`src/design/pdad_pkg.sv`:
```
// Contract
// - detect only when a start condition holds
// - start after all inputs zero for wait
// - start after outputs zero for wait
// - in DSD, start after full-scale input time
// - start when both powers off or reset
// - wait select picks 8192/4096/2048/1024 plus 18
// - start conditions ignore external filter bit
// - doubled zero pattern on frame pin selects DSD
// - N*16 toggling or 32 constant selects PCM
// - no match keeps current mode
// - detection runs without master clock
// - no master clock: outputs hi-z, standby
// - stopped bit clock holds last mode
// - mode change gives 3-4 fs internal reset
// - observe 34 bits, update on frame rise; PCM by constant level is taken without a rise
// - result bit 0 is PCM, 1 DSD
// - nonzero data stops, zero wait restarts
// - PCM latency 18 fs longer when auto
// - DSD latency follows full-scale detect time
// - power-up runs in PCM mode
// - DSD data stopping keeps DSD mode
// - auto enabled ignores manual DSD select
// - result reads zero when auto disabled
package pdad_pkg;
	// register map
	localparam logic [7:0]  CTRL_ADDR   = 8'h00;
	localparam logic [7:0]  STATUS_ADDR = 8'h04;
	localparam logic [11:0] CTRL_RESET  = 12'h000;
	// control field positions
	localparam int C_AUTO_EN  = 0;
	localparam int C_MANUAL   = 1;
	localparam int C_EXT_FILT = 2;
	localparam int C_PW1      = 3;
	localparam int C_PW2      = 4;
	localparam int C_SRST_N   = 5;
	localparam int C_SOFT_MUTE_CTL    = 6;
	localparam int C_FS_TIME  = 7;
	localparam int C_FS_MUTE  = 8;
	localparam int C_ROUTE    = 9;
	localparam int C_ZW_LSB   = 10;
	// detection constants
	localparam logic [5:0]  OBSERVE_BITS = 6'h22;
	localparam logic [4:0]  CONST_RUN    = 5'h1F;
	localparam logic [2:0]  IRST_FS      = 3'h4;
	localparam logic [13:0] ZW_EXTRA     = 14'h0012;
	localparam logic [8:0]  FS_DET_LONG  = 9'h100;
	localparam logic [8:0]  FS_DET_SHORT = 9'h080;
	localparam logic [8:0]  REG_DLY_LONG = 9'h108;
	localparam logic [8:0]  REG_DLY_SHRT = 9'h088;
	localparam logic [8:0]  PCM_LAT_FS   = 9'h012;
	localparam logic [15:0] ZPAT_A       = 16'h6969;
	localparam logic [15:0] ZPAT_B       = 16'h5555;
	localparam logic [15:0] ZPAT_C       = 16'h3333;
	// detector states
	typedef enum logic [1:0] {
		DET_IDLE    = 2'b00,
		DET_OBSERVE = 2'b01,
		DET_PENDING = 2'b10
	} pdad_det_type;
	// zero-wait length in sample periods
	function automatic logic [13:0] pdad_zero_wait(input logic [1:0] sel);
		case (sel)
			2'b00:   pdad_zero_wait = 14'h2000 + ZW_EXTRA;
			2'b01:   pdad_zero_wait = 14'h1000 + ZW_EXTRA;
			2'b10:   pdad_zero_wait = 14'h0800 + ZW_EXTRA;
			default: pdad_zero_wait = 14'h0400 + ZW_EXTRA;
		endcase
	endfunction : pdad_zero_wait
	// one of the three one-bit zero codes
	function automatic logic pdad_is_zpat(input logic [15:0] w);
		pdad_is_zpat = (w == ZPAT_A) | (w == ZPAT_B) | (w == ZPAT_C);
	endfunction : pdad_is_zpat
endpackage : pdad_pkg

```
`src/design/pdad_detector.sv`:
```
// Design decisions made here: the register addresses and the Wishbone register port.
`timescale 1ns/1ps
module pdad_detector #(
	parameter logic [6:0] DSD_BITS_PER_FS = 7'h40
) (
	// clock, reset, enable
	input  wire logic        clk_i,
	input  wire logic        rst_i,
	input  wire logic        ce_i,
	// wishbone slave
	input  wire logic        wb_cyc_i,
	input  wire logic        wb_stb_i,
	input  wire logic        wb_we_i,
	input  wire logic [7:0]  wb_adr_i,
	input  wire logic [3:0]  wb_sel_i,
	input  wire logic [31:0] wb_dat_i,
	output logic      [31:0] wb_dat_o,
	output logic             wb_ack_o,
	// audio pins
	input  wire logic        power_down_n_pin_i,
	input  wire logic        serial_bit_clock_i,
	input  wire logic        frame_clock_i,
	input  wire logic        serial_data1_in_i,
	input  wire logic        serial_data2_in_i,
	input  wire logic        mclk_running_i,
	// datapath side
	input  wire logic        att_output_zero_i,
	output logic             dsd_mode_o,
	output logic             internal_reset_o,
	output logic             analog_hiz_o,
	output logic             standby_o,
	output logic             fullscale_mute_o,
	output logic [8:0]       latency_extra_o
);
	import pdad_pkg::*;

	// whole block state
	typedef struct packed {
		logic [2:0]   bck_sync;   // [0] first stage only
		logic [1:0]   frm_sync;
		logic [1:0]   d1_sync;
		logic [1:0]   d2_sync;
		logic [1:0]   pdn_sync;
		logic [1:0]   mck_sync;
		logic [11:0]  ctrl;       // software control word
		logic [31:0]  frm_shift;  // frame pin history
		logic [15:0]  d1_shift;
		logic [15:0]  d2_shift;
		logic [4:0]   frm_run;    // repeats of same level
		logic [7:0]   frm_period; // bits since last rise
		logic [5:0]   obs_cnt;
		pdad_det_type det;
		logic         pend_dsd;
		logic         mode_dsd;   // detected mode
		logic [6:0]   dsd_tick;
		logic [13:0]  zero_cnt;
		logic [13:0]  outz_cnt;
		logic [8:0]   fsc_cnt;
		logic         irst;
		logic [2:0]   irst_cnt;
		logic         eff_dsd;
		logic [8:0]   lat;
		logic         fs_mute;
		logic         ack;
		logic [31:0]  rdat;
	} pdad_state_type;

	pdad_state_type st_reg;   // registered state
	pdad_state_type st_next;  // next state

	// decoded helpers
	logic        bit_edge;    // rising edge of bit clock
	logic        frm_bit;
	logic        d1_bit;
	logic        d2_bit;
	logic [31:0] frm_sh_n;
	logic        frm_rise;
	logic        dsd_hit;
	logic        pcm_hit;
	logic        fs_tick;     // one sample period
	logic        zero_hit;
	logic        outz_hit;
	logic        fsc_hit;
	logic        run;         // detection allowed
	logic        auto_en;
	logic        bus_req;
	logic [13:0] zw_limit;
	logic [8:0]  fsc_limit;

	// edge found from synchronised stages two and three only
	assign bit_edge = st_reg.bck_sync[1] & ~st_reg.bck_sync[2];
	assign frm_bit  = st_reg.frm_sync[1];
	assign d1_bit   = st_reg.d1_sync[1];
	assign d2_bit   = st_reg.d2_sync[1];
	assign frm_sh_n = {st_reg.frm_shift[30:0], frm_bit};
	assign frm_rise = frm_bit & ~st_reg.frm_shift[0];
	// a zero code seen twice back to back
	assign dsd_hit  = (frm_sh_n[31:16] == frm_sh_n[15:0])
		& pdad_is_zpat(frm_sh_n[15:0]);
	// period a multiple of 16 bits, or 32 equal samples
	assign pcm_hit  = (frm_rise & (st_reg.frm_period[3:0] == 4'hF)
		& (st_reg.frm_period != 8'hFF))
		| ((frm_bit == st_reg.frm_shift[0])
		& (st_reg.frm_run >= CONST_RUN - 5'h01));
	assign fs_tick  = bit_edge & (st_reg.mode_dsd
		? (st_reg.dsd_tick == DSD_BITS_PER_FS - 7'h01) : frm_rise);
	assign auto_en  = st_reg.ctrl[C_AUTO_EN];
	assign zw_limit = pdad_zero_wait(st_reg.ctrl[C_ZW_LSB+1:C_ZW_LSB]);
	assign fsc_limit = st_reg.ctrl[C_FS_TIME] ? FS_DET_SHORT : FS_DET_LONG;
	assign zero_hit = st_reg.zero_cnt >= zw_limit;
	assign outz_hit = st_reg.outz_cnt >= zw_limit;
	assign fsc_hit  = st_reg.fsc_cnt >= fsc_limit;
	// start conditions; the external filter bit plays no part
	assign run = auto_en & st_reg.ctrl[C_ROUTE] & st_reg.pdn_sync[1]
		& (zero_hit | outz_hit | (st_reg.mode_dsd & fsc_hit)
		| ~(st_reg.ctrl[C_PW1] | st_reg.ctrl[C_PW2])
		| ~st_reg.ctrl[C_SRST_N]);
	assign bus_req = wb_cyc_i & wb_stb_i & ~st_reg.ack;

	// outputs straight from state flops
	assign wb_dat_o         = st_reg.rdat;
	assign wb_ack_o         = st_reg.ack;
	assign dsd_mode_o       = st_reg.eff_dsd;
	assign internal_reset_o = st_reg.irst;
	assign analog_hiz_o     = ~st_reg.mck_sync[1];
	assign standby_o        = ~st_reg.mck_sync[1];
	assign fullscale_mute_o = st_reg.fs_mute;
	assign latency_extra_o  = st_reg.lat;

	// next-state logic for the whole block
	always_comb begin
		st_next = st_reg;
		// two-stage synchronisers for every pin but the bit clock, which has three
		st_next.bck_sync = {st_reg.bck_sync[1:0], serial_bit_clock_i};
		st_next.frm_sync = {st_reg.frm_sync[0], frame_clock_i};
		st_next.d1_sync  = {st_reg.d1_sync[0], serial_data1_in_i};
		st_next.d2_sync  = {st_reg.d2_sync[0], serial_data2_in_i};
		st_next.pdn_sync = {st_reg.pdn_sync[0], power_down_n_pin_i};
		st_next.mck_sync = {st_reg.mck_sync[0], mclk_running_i};

		// bus: one wait state, ack drops the cycle after
		st_next.ack = bus_req;
		// a write lands on the edge that samples ack high, never on the
		// request edge, so the control word only moves on a finished cycle
		if (wb_cyc_i && wb_stb_i && wb_we_i && st_reg.ack
			&& wb_adr_i == CTRL_ADDR) begin
			if (wb_sel_i[0]) begin
				st_next.ctrl[7:0] = wb_dat_i[7:0];
			end
			if (wb_sel_i[1]) begin
				st_next.ctrl[11:8] = wb_dat_i[11:8];
			end
		end
		// read data is captured at the request edge and stands with ack
		if (bus_req) begin
			case (wb_adr_i)
				CTRL_ADDR:   st_next.rdat = {20'h00000, st_reg.ctrl};
				STATUS_ADDR: st_next.rdat = {27'h0000000,
					~st_reg.mck_sync[1], st_reg.irst, run,
					st_reg.eff_dsd,
					auto_en & st_reg.mode_dsd};
				default:     st_next.rdat = 32'h00000000;
			endcase
		end

		// everything in this branch moves only on bit clock edges;
		// a stopped bit clock freezes the mode as it is
		if (bit_edge) begin
			st_next.frm_shift = frm_sh_n;
			st_next.d1_shift  = {st_reg.d1_shift[14:0], d1_bit};
			st_next.d2_shift  = {st_reg.d2_shift[14:0], d2_bit};
			// level run length, saturating
			if (frm_bit != st_reg.frm_shift[0]) begin
				st_next.frm_run = 5'h00;
			end else if (st_reg.frm_run != CONST_RUN) begin
				st_next.frm_run = st_reg.frm_run + 5'h01;
			end
			// rise-to-rise spacing, saturating
			if (frm_rise) begin
				st_next.frm_period = 8'h00;
			end else if (st_reg.frm_period != 8'hFF) begin
				st_next.frm_period = st_reg.frm_period + 8'h01;
			end
			// sample period divider in one-bit mode
			if (fs_tick || !st_reg.mode_dsd) begin
				st_next.dsd_tick = 7'h00;
			end else begin
				st_next.dsd_tick = st_reg.dsd_tick + 7'h01;
			end
			// input zero: any one in PCM restarts at once
			if (!st_reg.mode_dsd && (d1_bit || d2_bit)) begin
				st_next.zero_cnt = 14'h0000;
			end else if (fs_tick) begin
				if (st_reg.mode_dsd && !(pdad_is_zpat(st_reg.d1_shift)
					&& pdad_is_zpat(st_reg.d2_shift)
					&& pdad_is_zpat(st_reg.frm_shift[15:0]))) begin
					st_next.zero_cnt = 14'h0000;
				end else if (!zero_hit) begin
					st_next.zero_cnt = st_reg.zero_cnt + 14'h0001;
				end
			end
			// output zero held by attenuator or mute
			if (!att_output_zero_i) begin
				st_next.outz_cnt = 14'h0000;
			end else if (fs_tick && !outz_hit) begin
				st_next.outz_cnt = st_reg.outz_cnt + 14'h0001;
			end
			// full-scale: every one-bit line stuck high
			if (!(st_reg.mode_dsd && frm_bit && d1_bit && d2_bit)) begin
				st_next.fsc_cnt = 9'h000;
			end else if (!fsc_hit) begin
				st_next.fsc_cnt = st_reg.fsc_cnt + 9'h001;
			end

			// classifier
			if (!run || st_reg.ctrl[C_EXT_FILT]) begin
				st_next.det = DET_IDLE;
			end else begin
				case (st_reg.det)
					DET_IDLE: begin
						st_next.obs_cnt = 6'h01;
						st_next.det     = DET_OBSERVE;
					end
					DET_OBSERVE: begin
						if (st_reg.obs_cnt != OBSERVE_BITS) begin
							st_next.obs_cnt = st_reg.obs_cnt + 6'h01;
						end else if (dsd_hit) begin
							st_next.pend_dsd = 1'b1;
							st_next.det      = DET_PENDING;
						end else if (pcm_hit) begin
							st_next.pend_dsd = 1'b0;
							st_next.det      = DET_PENDING;
						end
						// neither pattern: keep observing, mode unchanged
					end
					DET_PENDING: begin
						// a constant pin never rises, so PCM by
						// constant level is taken without waiting
						if (frm_rise || (!st_reg.pend_dsd
							&& st_reg.frm_run == CONST_RUN)) begin
							st_next.mode_dsd = st_reg.pend_dsd;
							st_next.obs_cnt  = 6'h01;
							st_next.det      = DET_OBSERVE;
						end
					end
					default: begin
						st_next.det = DET_IDLE;
					end
				endcase
			end
		end

		// power-down pin low returns the mode to PCM
		if (!st_reg.pdn_sync[1]) begin
			st_next.mode_dsd = 1'b0;
			st_next.det      = DET_IDLE;
		end

		// internal reset: released on the fourth sample tick
		if (st_next.mode_dsd != st_reg.mode_dsd) begin
			st_next.irst     = 1'b1;
			st_next.irst_cnt = 3'h0;
		end else if (st_reg.irst && fs_tick) begin
			if (st_reg.irst_cnt == IRST_FS - 3'h1) begin
				st_next.irst = 1'b0;
			end else begin
				st_next.irst_cnt = st_reg.irst_cnt + 3'h1;
			end
		end

		// manual select only counts while auto is off
		st_next.eff_dsd = auto_en ? st_reg.mode_dsd
			: st_reg.ctrl[C_MANUAL];
		// extra output delay from the auto-mode guard
		if (!auto_en) begin
			st_next.lat = 9'h000;
		end else if (st_reg.mode_dsd) begin
			st_next.lat = st_reg.ctrl[C_FS_TIME] ? REG_DLY_SHRT
				: REG_DLY_LONG;
		end else begin
			st_next.lat = PCM_LAT_FS;
		end
		// stuck-high one-bit input is muted, not played
		st_next.fs_mute = st_reg.mode_dsd & fsc_hit
			& st_reg.ctrl[C_FS_MUTE];
	end

	// state register; clock enable freezes everything
	always_ff @(posedge clk_i) begin
		if (rst_i) begin
			st_reg <= '0;
		end else if (ce_i) begin
			st_reg <= st_next;
		end
	end
endmodule : pdad_detector

```
`config.mk`:
```
export PLATFORM = sky130hd
export DESIGN_NAME = pdad_detector
export DESIGN_NICKNAME = d
export VERILOG_FILES = /design/src/design/pdad_pkg.sv /design/src/design/pdad_detector.sv
export SDC_FILE = /design/constraint.sdc
export NUM_CORES = 1
export LEC_CHECK = 0
export ABC_AREA = 1
export BUFFER_PORTS_ARGS = -buffer_cell sky130_fd_sc_hd__buf_2
export CAP_MARGIN = 10
export CORE_MARGIN = 2
export CORE_UTILIZATION = 55
export DETAILED_ROUTE_END_ITERATION = 8
export HOLD_SLACK_MARGIN = 0.08
export PLACE_DENSITY = 0.76
export RECOVER_POWER = 25
export SYNTH_ARGS = -nofsm -noshare
export SYNTH_HDL_FRONTEND = slang
export SYNTH_SLANG_ARGS = --single-unit
export TNS_END_PERCENT = 20
```
`constraint.sdc`:
```
create_clock -name clk_i -period 2.2 [get_ports clk_i]
set_input_delay 0.11 -clock clk_i [delete_from_list [all_inputs] [get_ports clk_i]]
set_output_delay 0.11 -clock clk_i [all_outputs]
set_load 0.01 [all_outputs]
```
Word level (Yosys, flattened, before mapping)
Index checks and enable logic that the tools add are counted.
{"block": "word_totals", "regBits": 203, "word_cells": 202}
{"block": "classes", "n_addsub": 8, "order_cmp": 4, "n_eq_ne": 38, "n_mux": 40, "bitwise": 37, "n_reduce_logical": 47}
{"op": "$eq A16 B15 Y1 const B", "n": 8}
{"op": "$mux W14", "n": 6}
{"op": "$eq A16 B14 Y1 const B", "n": 4}
{"op": "$mux W9", "n": 6}
{"op": "$mux W48", "n": 1}
{"op": "$pmux W14 S3", "n": 1}
{"op": "$add A14 B1 Y14 const B", "n": 2}
{"op": "$ge A14 B14 Y1", "n": 2}
{"op": "$mux W8", "n": 3}
{"op": "$pmux W12 S2", "n": 1}
{"op": "$reduce_and A3 Y1", "n": 8}
{"op": "$pmux W6 S3", "n": 1}
{"op": "$eq A16 B16 Y1", "n": 1}
{"op": "$and A1 B1 Y1", "n": 15}
{"op": "$logic_and A1 B1 Y1", "n": 14}
{"op": "$or A1 B1 Y1", "n": 14}
{"op": "$mux W3", "n": 4}
{"op": "$reduce_and A6 Y1", "n": 2}
{"op": "$reduce_bool A2 Y1", "n": 6}
{"op": "$mux W5", "n": 2}
{"op": "$ne A5 B5 Y1 const B", "n": 2}
{"op": "$add A9 B1 Y9 const B", "n": 1}
{"op": "$ge A9 B9 Y1", "n": 1}
{"op": "$add A8 B1 Y8 const B", "n": 1}
{"op": "other kinds (35)", "n": 68}

Logic depth before layout (Yosys ltp)
{"block": "depth", "ltp_word": 16, "ltp_mapped": 20, "depth_no_buf": 20}

Worst setup path before layout
OpenSTA, ideal clock, no wires.
{"block": "synth_path", "path_kind": "register to register", "start": "register st_reg[189] (netlist bit)", "end": "register st_reg[101] (netlist bit)", "setup_ns": 0.128, "t_arrival_ns": 1.899, "t_required_ns": 2.072, "path_slack_ns": 0.173, "path_stages_with_launch": 20, "period_less_slack_ns": 2.027, "cell_sequence": "dfxtp_1 -> inv_1 -> nand2_1 -> ha_1 -> nand2_1 -> nor2_1 -> nand2_1 -> nand2_1 -> nor2_1 -> nand2_2 -> nor2_2 -> nand2_2 -> nand2_2 -> nor2_4 -> nand2_4 -> inv_4 -> nand3_1 -> nor2_1 -> xor2_1 -> nor2_1"}
{"block": "synth_between", "elab_chain_len": 12, "elab_cells_between_ends": 15, "cone_classes": "2 x order compare; 2 x eq/ne; 1 x mux; 6 x bitwise; 4 x reduce/logical"}
{"item": "start, declared", "line_no": "pdad_detector.sv:68", "source": "pdad_state_type st_reg;"}
{"item": "start signal, assigned", "line_no": "pdad_detector.sv:293", "source": "st_reg <= st_next;"}
{"item": "$eq A2 B2 Y1 (tied with other cells)", "line_no": "pdad_pkg.sv:63", "source": "case (sel)"}
{"item": "$pmux W14 S3 (*)", "line_no": "pdad_pkg.sv:63"}
{"item": "$ge A14 B14 Y1 (on tied branches)", "line_no": "pdad_detector.sv:110, pdad_detector.sv:111"}
{"item": "$or A1 B1 Y1 (*) (2 in a row)", "line_no": "pdad_detector.sv:115", "source": "& (zero_hit | outz_hit | (st_reg.mode_dsd & fsc_hit)"}
{"item": "$or A1 B1 Y1 (*)", "line_no": "pdad_detector.sv:116", "source": "| ~(st_reg.ctrl[C_PW1] | st_reg.ctrl[C_PW2])"}
{"item": "$or A1 B1 Y1 (*)", "line_no": "pdad_detector.sv:117", "source": "| ~st_reg.ctrl[C_SRST_N]);"}
{"item": "$and A1 B1 Y1 (*)", "line_no": "pdad_detector.sv:115"}
{"item": "$logic_not A1 Y1 (*)", "line_no": "pdad_detector.sv:216", "source": "if (!run || st_reg.ctrl[C_EXT_FILT]) begin"}
{"item": "$logic_or A1 B1 Y1 (*)", "line_no": "pdad_detector.sv:216"}
{"item": "$not A1 Y1 (no source line) (*)"}
{"item": "$reduce_and A6 Y1 (no source line) (*)"}
Every way passes the cells marked *; elsewhere a longest branch is shown, timed or not.
A chain may end at the register's enable or synchronous reset.

Final worst setup path
{"block": "layout_path", "start": "register st_reg[189] (netlist bit)", "end": "register st_reg[100] (netlist bit)"}
The elaborated chain is that of the path after synthesis.

==> impl_metrics.ini <==
[power_and_ir_drop]
power_frac_seq_pct = 46.7
internal_power_w = 0.00548
p_switching_w = 0.00179
power.density_nw_per_um2 = 680
p_leak_nw = 4.14
switching_share_pct = 24.6
vdd_ir_drop_max_mv = 0.582
pwr-share-clk_pct = 45.4
comb_power_share_pct = 7.9

[worst_setup_path]
critPathTopFamily = simple AND/OR/NAND/NOR gates
crit_end = st_reg[100]
cp.arrival_ns = 2.63
end_kind = register
cp_common_cell = nand2_2
r2r_slack_ns = -0.05
startpoint = st_reg[189]
cpMaxStageDelayCell = dfxtp_4
cp_num_cells = 18
r2r_cells = 18
crit_path_max_fanout = 5
path_cells = inv_4 > nand2_2 > ha_1 > nand2_2 > nor2_1 > nand2_1 > nand2_1 > nor2_1 > nand2_2 > nor2_4 > nand2_2 > nand2_2 > nor2_4 > nand2_4 > o21ai_1 > buf_4 > a21oi_2 > o21a_1
critical_path_class = register to register
critPathLaunchType = register
cp.required_ns = 2.58
crit_path_max_incr_delay_ns = 0.37
rr_endpoint = st_reg[100]
critical_path_buf_inv_count = 2
reg2reg_from = st_reg[189]

[floorplanning]
die_h_um = 133
coreArea_um2 = 16400
initial_core_util_pct = 55.8
die_area_um2 = 17700
num_rows = 47
ioPinCount = 104
die_w_um = 133

[final_layout]
drive_gt1_share_pct = 14.9
largest_reg_flops = 116
multiInputGateArea_um2 = 4730
fillers = 1413
insertedDiodeCount = 0
nets = 1430
fin_cells = 1579
regArea_um2 = 3580
area_delta_synth_final_pct = 16.7

[worst_hold_path]
holdPathStages = 6
hp-start = wb_adr_i[2]
hold_path.class = input pin to register

[flow_run]
maxCapViolations = 0

[route]
drt_iter0_markers = 580
routed_via_density = 5.30
wire_per_inst_um = 13.6
wl_um = 21500
via_count = 8369
antenna_left = 0
route.detailed.drc = 0
dr.pass1.iters = 5

[sta]
max_slew_margin_pct = 51.3
fmax_mhz = 445
drv_slew = 0
finalSetupTns_ns = -0.290
hold_viol = 0
setup_viol = 8
setup_ws_ns = -0.0486
rsz0062_at_grt = true
min_period_ns = 2.25
period_share_pct = 102
skew_ns = 0.0120
tightest_slew_ns = 0.731

[synth]
yosysSeqAreaShare_pct = 38.9
synth_cell_types = 46
yosys_warnings = 0
synth_seq_cells = 178
avgSynthCellArea_um2 = 7.25
synthCells = 1263
syn-cell-area_um2 = 9150

[clock_tree]
cts_tree = yes
numCtsBuffers = 17
clk_path_buf_depth = 2
cts_sinks = 178
cts_htree_levels = 4
clkLatencyLatePin_ns = 0.44
clk_transition_reported_paths_ns = 0.07
cts-root-buf = clkbuf_16

[placed_design]
dpl.hpwl_um = 14600
portBuffers = 57
dp_cells = 1521
gp_congestion = 0.914

[global_routing]
overflow = 0
grt_start_max_net_pins = 95
track_usage_pct = 24.4
first_global_vias = 7505
grt_antenna_before_repair = 0
grt_pass1_wl_um = 35300

[outcome]
status = finished, violations left
failed_checks = setup timing
==> worst min path at each step <==
stage,to,slack [ns]
after floorplan,st_next[192],0.24
after global placement,st_next[192],0.33
after detailed placement,st_next[198],0.34
after CTS,st_reg[187],0.11
after global routing,wb_dat_o[5],0.15
final,wb_dat_o[6],0.13
==> power by group through the flow <==
stage               sequential (W)  combinational [W]  clock [W]
floorplan                  0.00344           0.000397          0
global placement           0.00346           0.000518          0
detailed placement         0.00346           0.000529          0
CTS                        0.00339           0.000563    0.00335
global route               0.00340           0.000648    0.00347
finish                     0.00339           0.000575    0.00330
==> per-layer routing <==
layer	vias to the layer above	part of all wire, %	wire length, µm	global-route usage [%]
met5	-	0	0	0
met4	0	2.0	434	9.08
met3	41	4.2	910	4.37
met2	200	46	9950	38.4
met1	3842	47	10200	33.4
li1	4286	-	-	-
==> per-stage QoR <==
stage / power, W / hold slack (ns) / utilization, % / area, µm² / setup WS (ns)
2_1_floorplan: 0.00384 / 0.245 / - / 9240 / 0.173
3_3_place_gp: 0.00397 / 0.332 / 58.7 / 9630 / 0.0444
3_5_place_dp: 0.00399 / 0.337 / 58.7 / 9630 / -0.0159
4_1_cts: 0.00730 / 0.112 / 64.1 / 10500 / 0.00449
5_1_grt: 0.00752 / 0.152 / 65.1 / 10700 / -0.175
6_report: 0.00726 / 0.135 / 65.1 / 10700 / -0.0486
==> area by class of cell <==
type                       count  share of cell area [%]
multi-input combinational    862                    44.3
sequential                   178                    33.5
timing repair buffer         127                    7.96
inverter                     160                    5.74
clock buffer                  19                    4.15
tap                          220                    2.58
clock inverter                13                    1.84
==> cells by family (layout without fill, tap and decap cells) <==
group,Yosys count,in the layout,synth area share (%)
buffers and inverters,246,319,12.4
adder cells (fa/ha/maj),27,27,3.69
other,1,24,0.0410
AO/OA/AOI/OAI,278,278,17.0
XOR/XNOR,28,28,2.68
AND/OR/NAND/NOR,505,505,25.3
flip-flops,178,178,38.9
==> worst reg2reg max path: cells and delay by family (launching register included) <==
| kind | cells | cell delay (ns) |
|---|---|---|
| simple gates | 12 | 0.97 |
| flops | 1 | 0.37 |
| fa+ha+maj | 1 | 0.31 |
| compound gates | 3 | 0.27 |
| buf+inv | 2 | 0.26 |
==> timing repair <==
action,in CTS,in global routing
setup buffers,0,5
pin swaps,6,21
resized for setup,10,43
setup endpoints to repair,8,30
endpoints found under the hold margin,25,0
hold buffers,21,0
==> synth_stat cells (all sizes together) <==
library cell | number | share of area [%]
a211oi | 23 | 1.9
a21o | 1 | 0.082
a21oi | 129 | 7.5
a31oi | 7 | 0.48
a41oi | 1 | 0.096
buf | 57 | 4.5
clkbuf | 29 | 1.2
clkinv | 1 | 0.041
conb | 1 | 0.041
dfxtp | 178 | 39
ha | 27 | 3.7
inv | 159 | 6.6
nand2 | 187 | 8.1
nand3 | 48 | 2.9
nand4 | 34 | 2.3
nor2 | 166 | 7.4
nor3 | 43 | 2.5
nor3b | 6 | 0.55
nor4 | 20 | 1.4
o211a | 1 | 0.11
o211ai | 3 | 0.25
o21a | 4 | 0.33
o21ai | 105 | 5.8
o221ai | 3 | 0.29
o22ai | 1 | 0.068
or3b | 1 | 0.096
xnor2 | 3 | 0.29
xor2 | 25 | 2.4
==> cells in the final DEF, fill, tap and decap left out, types with 4 or more instances in the layout <==
master and instances:
a211oi_1 23, a21oi_1 119, a21oi_2 7, a31oi_1 6, buf_2 33, buf_4 43, bufinv_16 4, clkbuf_1 28
clkbuf_16 17, conb_1 24, dfxtp_1 172, dfxtp_2 4, dlygate4sd3_1 21, ha_1 23, inv_1 145, inv_2 9
inv_4 5, inv_6 4, nand2_1 168, nand2_2 13, nand2_4 6, nand3_1 38, nand3_2 9, nand4_1 34
nor2_1 149, nor2_2 12, nor2_4 5, nor3_1 40, nor3b_1 4, nor4_1 16, nor4_2 4, o21a_1 4
o21ai_0 100, xor2_1 25
No activity file was read; power rests on OpenSTA's default activity.
